===== config.mk =====
export PLATFORM = sky130hd
export DESIGN_NAME = gtc_timer_counters
export DESIGN_NICKNAME = d
export VERILOG_FILES = /design/src/rtl/gtc_pkg.sv /design/src/rtl/gtc_timer_counters.sv /design/src/rtl/gtc_tick_gen.sv
export SDC_FILE = /design/constraint.sdc
export NUM_CORES = 1
export LEC_CHECK = 0
export BUFFER_PORTS_ARGS = -buffer_cell sky130_fd_sc_hd__buf_4
export CAP_MARGIN = 10
export CORE_MARGIN = 8
export CORE_UTILIZATION = 60
export DETAILED_ROUTE_END_ITERATION = 6
export GPL_ROUTABILITY_DRIVEN = 1
export PLACE_DENSITY_LB_ADDON = 0.1
export SLEW_MARGIN = 30
export SYNTH_ARGS = -nofsm -noshare
export SYNTH_HDL_FRONTEND = slang
export SYNTH_SLANG_ARGS = --single-unit

===== constraint.sdc =====
create_clock -name core_clk -period 6.4 [get_ports core_clk]
set_input_delay 0.64 -clock core_clk [delete_from_list [all_inputs] [get_ports core_clk]]
set_output_delay 0.64 -clock core_clk [all_outputs]
set_load 0.01 [all_outputs]

===== src/rtl/gtc_pkg.sv =====
// Shared constants and types of the timer and statistics counter block.
// Assumes a single 125 MHz core clock and a plain register port.

package gtc_pkg;

  // Clocking
  localparam int unsigned CLK_FREQ_HZ  = 125_000_000;
  localparam int unsigned CLK_PERIOD_NS = 8;
  localparam int unsigned FR_FREQ_HZ   = 25_000_000;
  localparam int unsigned FR_DIV       = CLK_FREQ_HZ / FR_FREQ_HZ;
  localparam int unsigned TICK_W       = 3;
  localparam int unsigned FR_CLEAR_NS  = 160;
  localparam int unsigned FR_CLEAR_CYC = FR_CLEAR_NS / CLK_PERIOD_NS;

  // Register port widths
  localparam int unsigned ADDR_W = 8;
  localparam int unsigned DATA_W = 32;

  // Register offsets
  localparam logic [7:0] OFS_TIMER_CFG     = 8'h8C;
  localparam logic [7:0] OFS_TIMER_COUNT   = 8'h90;
  localparam logic [7:0] OFS_FREE_COUNT    = 8'h9C;
  localparam logic [7:0] OFS_FREE_COUNT_HI = 8'h9E;
  localparam logic [7:0] OFS_DROP_COUNT    = 8'hA0;
  localparam logic [7:0] OFS_IRQ_STATUS    = 8'hB0;
  localparam logic [7:0] OFS_IRQ_MASK      = 8'hB4;
  localparam logic [7:0] OFS_HOST_CTRL     = 8'hB8;

  // Field positions
  localparam int unsigned CFG_RUN_BIT      = 29;
  localparam int unsigned CFG_PRELOAD_LSB  = 0;
  localparam int unsigned CFG_PRELOAD_MSB  = 15;
  localparam int unsigned CTRL_HALF_BIT    = 0;
  localparam int unsigned IRQ_TIMER_BIT    = 0;
  localparam int unsigned IRQ_DROP_BIT     = 1;
  localparam int unsigned HALF_SEL_BIT     = 1;

  // Reset and forced values
  localparam logic [15:0] PRELOAD_RST    = 16'hFFFF;
  localparam logic [15:0] PRELOAD_HALTED = 16'hFFFF;
  localparam logic [15:0] TIMER_CNT_RST  = 16'hFFFF;
  localparam logic [31:0] FREE_CNT_RST   = 32'h0000_0000;
  localparam logic [31:0] DROP_CNT_RST   = 32'h0000_0000;
  localparam logic [31:0] DROP_MIDPOINT  = 32'h8000_0000;
  localparam logic [31:0] RD_ZERO        = 32'h0000_0000;

  // Register port request
  typedef struct packed {
    logic              wrStb;
    logic              rdStb;
    logic [ADDR_W-1:0] addr;
    logic [DATA_W-1:0] wrData;
  } gtc_bus_req_t;

  // Sticky interrupt sources, high bit first
  typedef struct packed {
    logic dropHalf;
    logic timerZero;
  } gtc_irq_t;

  // Timer run state
  typedef enum logic [0:0] {
    TMR_HALT = 1'b0,
    TMR_RUN  = 1'b1
  } gtc_tmr_state_t;

endpackage


===== src/rtl/gtc_timer_counters.sv =====
// General purpose timer, free-running count and dropped frame count.
// Assumes a register master on the core clock and same-clock drop pulses.
//
// Operation
// RULE1 - Run bit 29 written one starts the timer; written zero halts it.
// RULE2 - Run bit falling from one to zero forces the preload field to FFFFh.
// RULE3 - Preload field bits 15-0 give the value loaded into the timer.
// RULE4 - Running timer raises an interrupt at intervals set by the preload.
// RULE5 - Timer count register bits 15-0 read the present count, FFFFh after reset.
// RULE6 - Free-running 32-bit count starts at zero, steps each 25MHz cycle.
// RULE7 - Free-running count wraps to zero at its maximum and keeps going.
// RULE8 - In 16-bit mode the first half read latches the whole count.
// RULE9 - Free-running count may take up to 160ns to read cleared after reset.
// RULE10 - Free-running count keeps running in power states D0, D1 and D2.
// RULE11 - Dropped frame count bits 31-0 add one per discarded frame.
// RULE12 - Any read of the dropped frame count returns it and clears it.
// RULE13 - Dropped frame count stepping to 80000000h can raise an interrupt.
// RULE14 - Timer counts down from preload, reloads at zero and flags an event.
// RULE15 - Reserved bits read zero and ignore writes.
//
// The implementer's own choice: strobed register access.

`timescale 1ns/1ps
`default_nettype none

module gtc_timer_counters
  import gtc_pkg::*;
(
  // Clock and reset
  input  wire logic         core_clk,
  input  wire logic         sys_rst,
  // Register port
  input  wire gtc_bus_req_t busReq,
  output logic [DATA_W-1:0] rdData,
  // Receiver events
  input  wire logic         frameDropped,
  // Interrupt
  output logic              irq
);

  // Counter rate tick
  logic tick;

  // One tick every five core cycles gives the 25 MHz count rate
  gtc_tick_gen u_tick (
    .core_clk (core_clk),
    .sys_rst  (sys_rst),
    .tick     (tick)
  );

  // Access decode
  logic wrCfg;
  logic wrStat;
  logic wrMask;
  logic wrCtrl;
  logic rdFreeLo;
  logic rdFreeHi;
  logic rdFree;
  logic rdDrop;

  // Register state
  gtc_tmr_state_t  tmrState_ff;
  logic [15:0]     preload_ff;
  logic [15:0]     timerCount_ff;
  logic [31:0]     freeCount_ff;
  logic [31:0]     freeLatch_ff;
  logic            latchPend_ff;
  logic            halfMode_ff;
  logic [31:0]     dropCount_ff;
  gtc_irq_t        irqStat_ff;
  gtc_irq_t        irqMask_ff;
  logic            irq_ff;
  logic [31:0]     rdData_ff;

  // Next values and events
  gtc_tmr_state_t  nxt_tmrState;
  logic [15:0]     nxt_preload;
  logic [31:0]     nxt_rdData;
  logic [31:0]     freeSel;
  logic [31:0]     dropInc;
  logic            runWrite;
  logic            haltWrite;
  logic            startWrite;
  logic            timerZeroEvt;
  logic            dropHalfEvt;
  gtc_irq_t        irqEvt;
  gtc_irq_t        irqClr;

  // Offset decode of the one-cycle strobes
  assign wrCfg    = busReq.wrStb && (busReq.addr == OFS_TIMER_CFG);
  assign wrStat   = busReq.wrStb && (busReq.addr == OFS_IRQ_STATUS);
  assign wrMask   = busReq.wrStb && (busReq.addr == OFS_IRQ_MASK);
  assign wrCtrl   = busReq.wrStb && (busReq.addr == OFS_HOST_CTRL);
  assign rdFreeLo = busReq.rdStb && (busReq.addr == OFS_FREE_COUNT);
  assign rdFreeHi = busReq.rdStb && halfMode_ff && (busReq.addr == OFS_FREE_COUNT_HI);
  assign rdFree   = rdFreeLo || rdFreeHi;
  assign rdDrop   = busReq.rdStb && (busReq.addr == OFS_DROP_COUNT);

  // General purpose timer
  // Run state, preload field and the down counter on the rate tick

  // A run write while running only refreshes the preload
  assign runWrite   = wrCfg && busReq.wrData[CFG_RUN_BIT];
  assign haltWrite  = wrCfg && !busReq.wrData[CFG_RUN_BIT];
  // A run write to a halted timer starts it with the written preload
  assign startWrite = runWrite && (tmrState_ff == TMR_HALT);

  // Run state follows the written run bit
  always_comb begin
    nxt_tmrState = tmrState_ff;
    unique case (tmrState_ff)
      TMR_HALT: begin
        if (runWrite) begin
          nxt_tmrState = TMR_RUN; // see RULE1
        end
      end
      TMR_RUN: begin
        if (haltWrite) begin
          nxt_tmrState = TMR_HALT; // see RULE1
        end
      end
    endcase
  end

  always_ff @(posedge core_clk) begin
    if (sys_rst) begin
      tmrState_ff <= TMR_HALT;
    end else begin
      tmrState_ff <= nxt_tmrState;
    end
  end

  // Preload takes the written field unless the write halts a running timer
  always_comb begin
    nxt_preload = preload_ff;
    if (wrCfg) begin
      if ((tmrState_ff == TMR_RUN) && haltWrite) begin
        nxt_preload = PRELOAD_HALTED; // see RULE2
      end else begin
        nxt_preload = busReq.wrData[CFG_PRELOAD_MSB:CFG_PRELOAD_LSB]; // see RULE3
      end
    end
  end

  always_ff @(posedge core_clk) begin
    if (sys_rst) begin
      preload_ff <= PRELOAD_RST;
    end else begin
      preload_ff <= nxt_preload;
    end
  end

  // Zero seen on a tick: reload and flag, so one interval is preload + 1 ticks
  assign timerZeroEvt = (tmrState_ff == TMR_RUN) && tick && (timerCount_ff == 16'h0000);

  // Down counter; a fresh start loads the value being written
  // Halted, the count holds its last value
  always_ff @(posedge core_clk) begin
    if (sys_rst) begin
      timerCount_ff <= TIMER_CNT_RST; // see RULE5
    end else if (startWrite) begin
      timerCount_ff <= nxt_preload; // see RULE3
    end else if (tmrState_ff == TMR_RUN && tick) begin
      if (timerCount_ff == 16'h0000) begin
        timerCount_ff <= preload_ff; // see RULE14
      end else begin
        timerCount_ff <= timerCount_ff - 16'h0001; // see RULE14
      end
    end
  end

  // Free-running counter
  // Advances on every rate tick from reset onwards

  // Cleared in the first edge of reset, well inside the allowed settle time
  // No power state gates the count
  always_ff @(posedge core_clk) begin
    if (sys_rst) begin
      freeCount_ff <= FREE_CNT_RST; // see RULE6 see RULE9
    end else if (tick) begin
      freeCount_ff <= freeCount_ff + 32'h0000_0001; // see RULE6 see RULE7 see RULE10
    end
  end

  // Host bus width: one selects half-word reads of the free count
  always_ff @(posedge core_clk) begin
    if (sys_rst) begin
      halfMode_ff <= 1'b0;
    end else if (wrCtrl) begin
      halfMode_ff <= busReq.wrData[CTRL_HALF_BIT];
    end
  end

  // Snapshot of the whole count, taken by the first half read
  always_ff @(posedge core_clk) begin
    if (sys_rst) begin
      freeLatch_ff <= FREE_CNT_RST;
    end else if (halfMode_ff && rdFree && !latchPend_ff) begin
      freeLatch_ff <= freeCount_ff; // see RULE8
    end
  end

  // Pairing flag: set by the first half read, released by the second
  always_ff @(posedge core_clk) begin
    if (sys_rst) begin
      latchPend_ff <= 1'b0;
    end else if (!halfMode_ff) begin
      latchPend_ff <= 1'b0;
    end else if (rdFree) begin
      latchPend_ff <= !latchPend_ff; // see RULE8
    end
  end

  // The second read of a pair sees the snapshot, any other read the live count
  assign freeSel = latchPend_ff ? freeLatch_ff : freeCount_ff;

  // Dropped frame counter
  // Counts discarded frames, cleared by any read of its register

  // Midpoint event is the step from 7FFFFFFFh; a read-clear in the same cycle wins
  assign dropInc     = dropCount_ff + 32'h0000_0001;
  assign dropHalfEvt = frameDropped && !rdDrop && (dropInc == DROP_MIDPOINT);

  // A drop in the read cycle counts into the cleared value
  // Wraps past FFFFFFFFh like any binary counter
  always_ff @(posedge core_clk) begin
    if (sys_rst) begin
      dropCount_ff <= DROP_CNT_RST;
    end else if (rdDrop) begin
      dropCount_ff <= frameDropped ? 32'h0000_0001 : DROP_CNT_RST; // see RULE12
    end else if (frameDropped) begin
      dropCount_ff <= dropInc; // see RULE11
    end
  end

  // Interrupt status and mask
  // Sticky status per source, a mask of the same layout, one level output

  // This cycle's events and write-one-to-clear requests
  always_comb begin
    irqEvt           = '0;
    irqEvt.timerZero = timerZeroEvt; // see RULE4 see RULE14
    irqEvt.dropHalf  = dropHalfEvt;  // see RULE13
    irqClr           = '0;
    if (wrStat) begin
      irqClr.timerZero = busReq.wrData[IRQ_TIMER_BIT];
      irqClr.dropHalf  = busReq.wrData[IRQ_DROP_BIT];
    end
  end

  // New event wins over a clear in the same cycle
  // Status bits stay set until written with one
  always_ff @(posedge core_clk) begin
    if (sys_rst) begin
      irqStat_ff <= '0;
    end else begin
      irqStat_ff <= gtc_irq_t'((irqStat_ff & ~irqClr) | irqEvt);
    end
  end

  // Mask bits share the status layout
  always_ff @(posedge core_clk) begin
    if (sys_rst) begin
      irqMask_ff <= '0;
    end else if (wrMask) begin
      irqMask_ff.timerZero <= busReq.wrData[IRQ_TIMER_BIT];
      irqMask_ff.dropHalf  <= busReq.wrData[IRQ_DROP_BIT];
    end
  end

  // Level output from a flop, one cycle behind status and mask
  always_ff @(posedge core_clk) begin
    if (sys_rst) begin
      irq_ff <= 1'b0;
    end else begin
      irq_ff <= |(irqStat_ff & irqMask_ff); // see RULE4 see RULE13
    end
  end

  // Read path
  // Answer formed in the strobe cycle, registered for the next

  // Unused bits and unmapped offsets return zero
  always_comb begin
    nxt_rdData = RD_ZERO; // see RULE15
    if (busReq.rdStb) begin
      unique case (busReq.addr)
        OFS_TIMER_CFG: begin
          nxt_rdData[CFG_RUN_BIT] = (tmrState_ff == TMR_RUN); // see RULE1
          nxt_rdData[CFG_PRELOAD_MSB:CFG_PRELOAD_LSB] = preload_ff;
        end
        OFS_TIMER_COUNT: begin
          nxt_rdData[15:0] = timerCount_ff; // see RULE5
        end
        OFS_FREE_COUNT: begin
          // Half mode answers in the low half-word
          if (halfMode_ff) begin
            nxt_rdData[15:0] = freeSel[15:0]; // see RULE8
          end else begin
            nxt_rdData = freeCount_ff;
          end
        end
        OFS_FREE_COUNT_HI: begin
          if (halfMode_ff) begin
            nxt_rdData[15:0] = freeSel[31:16]; // see RULE8
          end
        end
        OFS_DROP_COUNT: begin
          nxt_rdData = dropCount_ff; // see RULE12
        end
        OFS_IRQ_STATUS: begin
          nxt_rdData[IRQ_TIMER_BIT] = irqStat_ff.timerZero;
          nxt_rdData[IRQ_DROP_BIT]  = irqStat_ff.dropHalf;
        end
        OFS_IRQ_MASK: begin
          nxt_rdData[IRQ_TIMER_BIT] = irqMask_ff.timerZero;
          nxt_rdData[IRQ_DROP_BIT]  = irqMask_ff.dropHalf;
        end
        OFS_HOST_CTRL: begin
          nxt_rdData[CTRL_HALF_BIT] = halfMode_ff;
        end
        default: begin
          nxt_rdData = RD_ZERO;
        end
      endcase
    end
  end

  // Read data stands only in the cycle after the strobe
  always_ff @(posedge core_clk) begin
    if (sys_rst) begin
      rdData_ff <= RD_ZERO;
    end else begin
      rdData_ff <= nxt_rdData;
    end
  end

  // Top outputs straight from flops
  assign rdData = rdData_ff;
  assign irq    = irq_ff;

endmodule

`default_nettype wire


===== src/rtl/gtc_tick_gen.sv =====
// Divider that gives a one-cycle tick at the counter rate.
// Assumes the core clock and a synchronous active-high reset.

`timescale 1ns/1ps
`default_nettype none

module gtc_tick_gen
  import gtc_pkg::*;
(
  // Clock and reset
  input  wire logic core_clk,
  input  wire logic sys_rst,
  // Tick out
  output logic      tick
);

  localparam logic [TICK_W-1:0] DIV_LAST = TICK_W'(FR_DIV - 1);

  logic [TICK_W-1:0] divCnt_ff;
  logic              tick_ff;

  // Restarts from reset so the first tick is a fixed time after release
  always_ff @(posedge core_clk) begin
    if (sys_rst) begin
      divCnt_ff <= '0;
      tick_ff   <= 1'b0;
    end else if (divCnt_ff == DIV_LAST) begin
      divCnt_ff <= '0;
      tick_ff   <= 1'b1;
    end else begin
      divCnt_ff <= divCnt_ff + TICK_W'(1);
      tick_ff   <= 1'b0;
    end
  end

  assign tick = tick_ff;

endmodule

`default_nettype wire


==> flow_summary.yaml <==
yosys:
  synth_top_family_by_area: "simple AND/OR/NAND/NOR gates"
  muxShareOfSynthArea_pct: 8.83
  synth_nets: 1040
  yosys_most_used_dff: "dfxtp_1"
  ys_warn_count: 0
  syn_area_sq_mm: 0.00853
  post_synth_num_cell_types: 67
  synthArstFlopShare_pct: 0
  synthAdderAreaFrac_pct: 0.880
  syn-instance-count: 989
  yosys.area_share.simple_pct: 23.5
  synth_seq_cells: 172
  ys_seq_area_share_pct: 40.4
  synth_compound_area_share_pct: 14.1
  synth_edf_count: 0
  syn_area_per_cell_sq_um: 8.62
  synth-xor-area-share_pct: 7.29
grt:
  gr-total-overflow: 0
  grt_pass1_vias: 6861
  antenna_found_initial: 0
  grt_max_degree: 78
  grt_pass1_wl_um: 35600
  grt_usage_pct: 24.3
timing:
  timing.fmax_mhz: 320
  tns_ns: 0
  worst_slack_ns: 3.28
  setup_viol: 0
  drv_slew: 0
  fin_crit_ns: 3.12
  hold_viol: 0
  whs_ns: 0.444
  period_share_pct: 48.8
  slew-limit-headroom_pct: 42.2
  skew_ns: 0.00739
  tightest_slew_ns: 0.865
  rsz0062_at_grt: "false"
power_and_ir_drop:
  netSwitchingPower_uw: 452
  leakage_nw: 3.46
  clkPwrFrac_pct: 47.2
  p_seq_share_pct: 50.0
  sw_frac_of_total_pct: 20.9
  power_density_mw_per_mm2: 227
  power.internal_mw: 1.71
  p_comb_share_pct: 2.8
  post-layout-total-power_mw: 2.16
  irDropWorstVdd_mv: 0.177
setup_path:
  crit_type: "in -> reg"
  cp-end-kind: "flop"
  path_delay_family: "simple AND/OR/NAND/NOR gates"
  path_buf_inv: 1
  arrival_ns: 3.41
  cp_cell_sequence: "buf_4 -> nor3b_2 -> nand4_2 -> nor3b_4 -> nor2_2 -> a221oi_1 -> o21ai_0"
  max_stage_delay_ns: 0.87
  crit_slowest_cell: "nor3b_4"
  path_max_fanout: 18
  setup.worst_path.start_class: "input pin"
  worstPathRequired_ns: 6.69
hold_path:
  hp-class: "reg -> reg"
placed_design:
  io_buffers: 62
  hpwl_um: 15600
  dpl_cell_area_sq_mm: 0.00890
  dp_slack_ns: 2.70
  routabilityCongestion: 0.897
floorplanning:
  die-area_sq_mm: 0.0183
  die_w_um: 135
  io_pins: 78
  core-area_sq_mm: 0.0139
  placementRows: 43
  die_h_um: 135
  start_util_pct: 61.4
finish:
  antenna_cells: 0
  final_common_cell: "dfxtp_1"
  area_growth_pct: 11.6
  fin_nets: 1054
  layout_common_cells: "dfxtp_1 (172), nor2_1 (160), nand2_1 (80), buf_4 (69), xor2_1 (50)"
  final_cell_area_sq_mm: 0.00952
  layout-drive-gt1-share_pct: 14.5
route:
  drt-pass1-iter-count: 7
  ant_nets: 0
  avgViaCountPerCell: 6.08
  route.detailed.drc: 0
  routed_wl_um: 22100
  num_vias: 7267
  drt_iter0_drc: 768
  wl_per_cell_um: 18.5
job:
  drv_cap: 0
outcome:
  status: "complete, no violations"
cts:
  clkLatencyLatePin_ns: 0.42
  postCtsHoldBufs: 0
  cts-htree-levels: 4
  cts_resized: 0
  cts_tree: "yes"
  cts.sinks: 172
  numCtsBuffers: 17
  clkTransAtPathRegs_ns: 0.06
  root_buffer: "clkbuf_16"
  ctsLongestPathBuffers: 2
  cts_setup_buffers: 0
routing by layer:
metal  share of wire, %  wire [um]  track usage (%)  vias to the layer above
li1                   -          -                -                     3549
met1                 43       9550             31.4                     3402
met2                 47      10400             38.8                      275
met3                6.8       1500             4.67                       41
met4                2.9        634             10.6                        0
met5                  0          0                0                        -
path summary, 6_finish.rpt:
kind                                                     start                             end  slack, ns  depth (start not counted)
worst max-delay path                                busReq[32]  timerCount_ff[10]$_SDFFE_PP1P_       3.28                          7
worst min-delay path            u_tick.divCnt_ff[2]$_SDFF_PP0_          u_tick.tick$_SDFF_PP0_       0.44                          2
worst max register to register       latchPend_ff$_SDFFE_PP0N_           rdData[10]$_SDFF_PP0_       3.67                          4
worst min register to register  u_tick.divCnt_ff[2]$_SDFF_PP0_          u_tick.tick$_SDFF_PP0_       0.44                          2
layout make-up:
type                    count  area, sq um
multi-input cells         727         4670
fillers                  1154         4360
repair buffers             70          546
flip-flops and latches    172         3440
well taps                 180          225
clock buffers              19          433
inverters                  15         56.3
clock inverters            12          149
metrics by stage:
step,utilization (%),instances
after floorplan,-,989
after global placement,64.1,1162
after detailed placement,64.1,1162
after CTS,68.3,1193
after global routing,68.6,1195
final,68.6,1195
sequential cells by signal, summed over array words and instances, names as in the netlist, named ones only:
name,flops
irq,1
freeLatch_ff,32
irqMask_ff,2
halfMode_ff,1
u_tick.divCnt_ff,3
rdData,32
freeCount_ff,32
dropCount_ff,32
irqStat_ff,2
preload_ff,16
timerCount_ff,16
latchPend_ff,1
u_tick.tick,1
power by group through the flow:
stage	registers [mW]	clock network, mW	logic, mW
final	1.08	1.02	0.0605
after global routing	1.08	1.08	0.0664
after CTS	1.08	1.04	0.0603
after detailed placement	1.10	0	0.0601
after global placement	1.10	0	0.0601
after floorplan	1.10	0	0.0345
kinds of logic (layout without fill, tap and decap cells):
group | count (synthesis) | count (layout)
AO/OA/AOI/OAI | 168 | 168
XOR/XNOR | 71 | 71
adder cells (fa/ha/maj) | 6 | 6
buffers and inverters | 90 | 116
flip-flops | 172 | 172
multiplexers | 72 | 72
AND/OR/NAND/NOR | 410 | 410
cell usage after synthesis (3+ instances only):
cell	number	area, sq um
nand4_2	3	37.5
nor2_1	161	604
ha_1	6	75.1
nand3b_1	3	22.5
inv_1	14	52.6
and4_1	6	52.6
nand2_1	80	300
and2_1	13	81.3
a31oi_1	17	106
nor4_1	6	37.5
a21oi_1	22	110
buf_1	3	11.3
buf_2	13	65.1
o211ai_1	5	37.5
o21ai_0	28	140
mux2_2	26	293
nor3b_1	5	37.5
a211oi_1	4	30.0
o31a_1	3	26.3
xnor2_1	21	184
clkbuf_2	3	15.0
o21bai_1	16	120
clkbuf_8	3	41.3
buf_4	8	60.1
nand4_1	23	144
a211o_1	3	26.3
clkbuf_1	43	161
a41oi_1	4	35.0
xor2_1	50	438
or3_1	8	50.1
nor3_1	32	160
mux2i_1	46	460
a22oi_1	20	150
a222oi_1	9	90.1
nor2b_1	5	31.3
dfxtp_1	172	3440
and3_1	15	93.8
a221oi_1	20	175
nand3_1	34	170
worst min-delay path, stage by stage (launching register included):
cell	delay, ns
dfxtp_1	0.32
nand2_1	0.06
nor2_1	0.03
(Power assumes the default switching activity.)
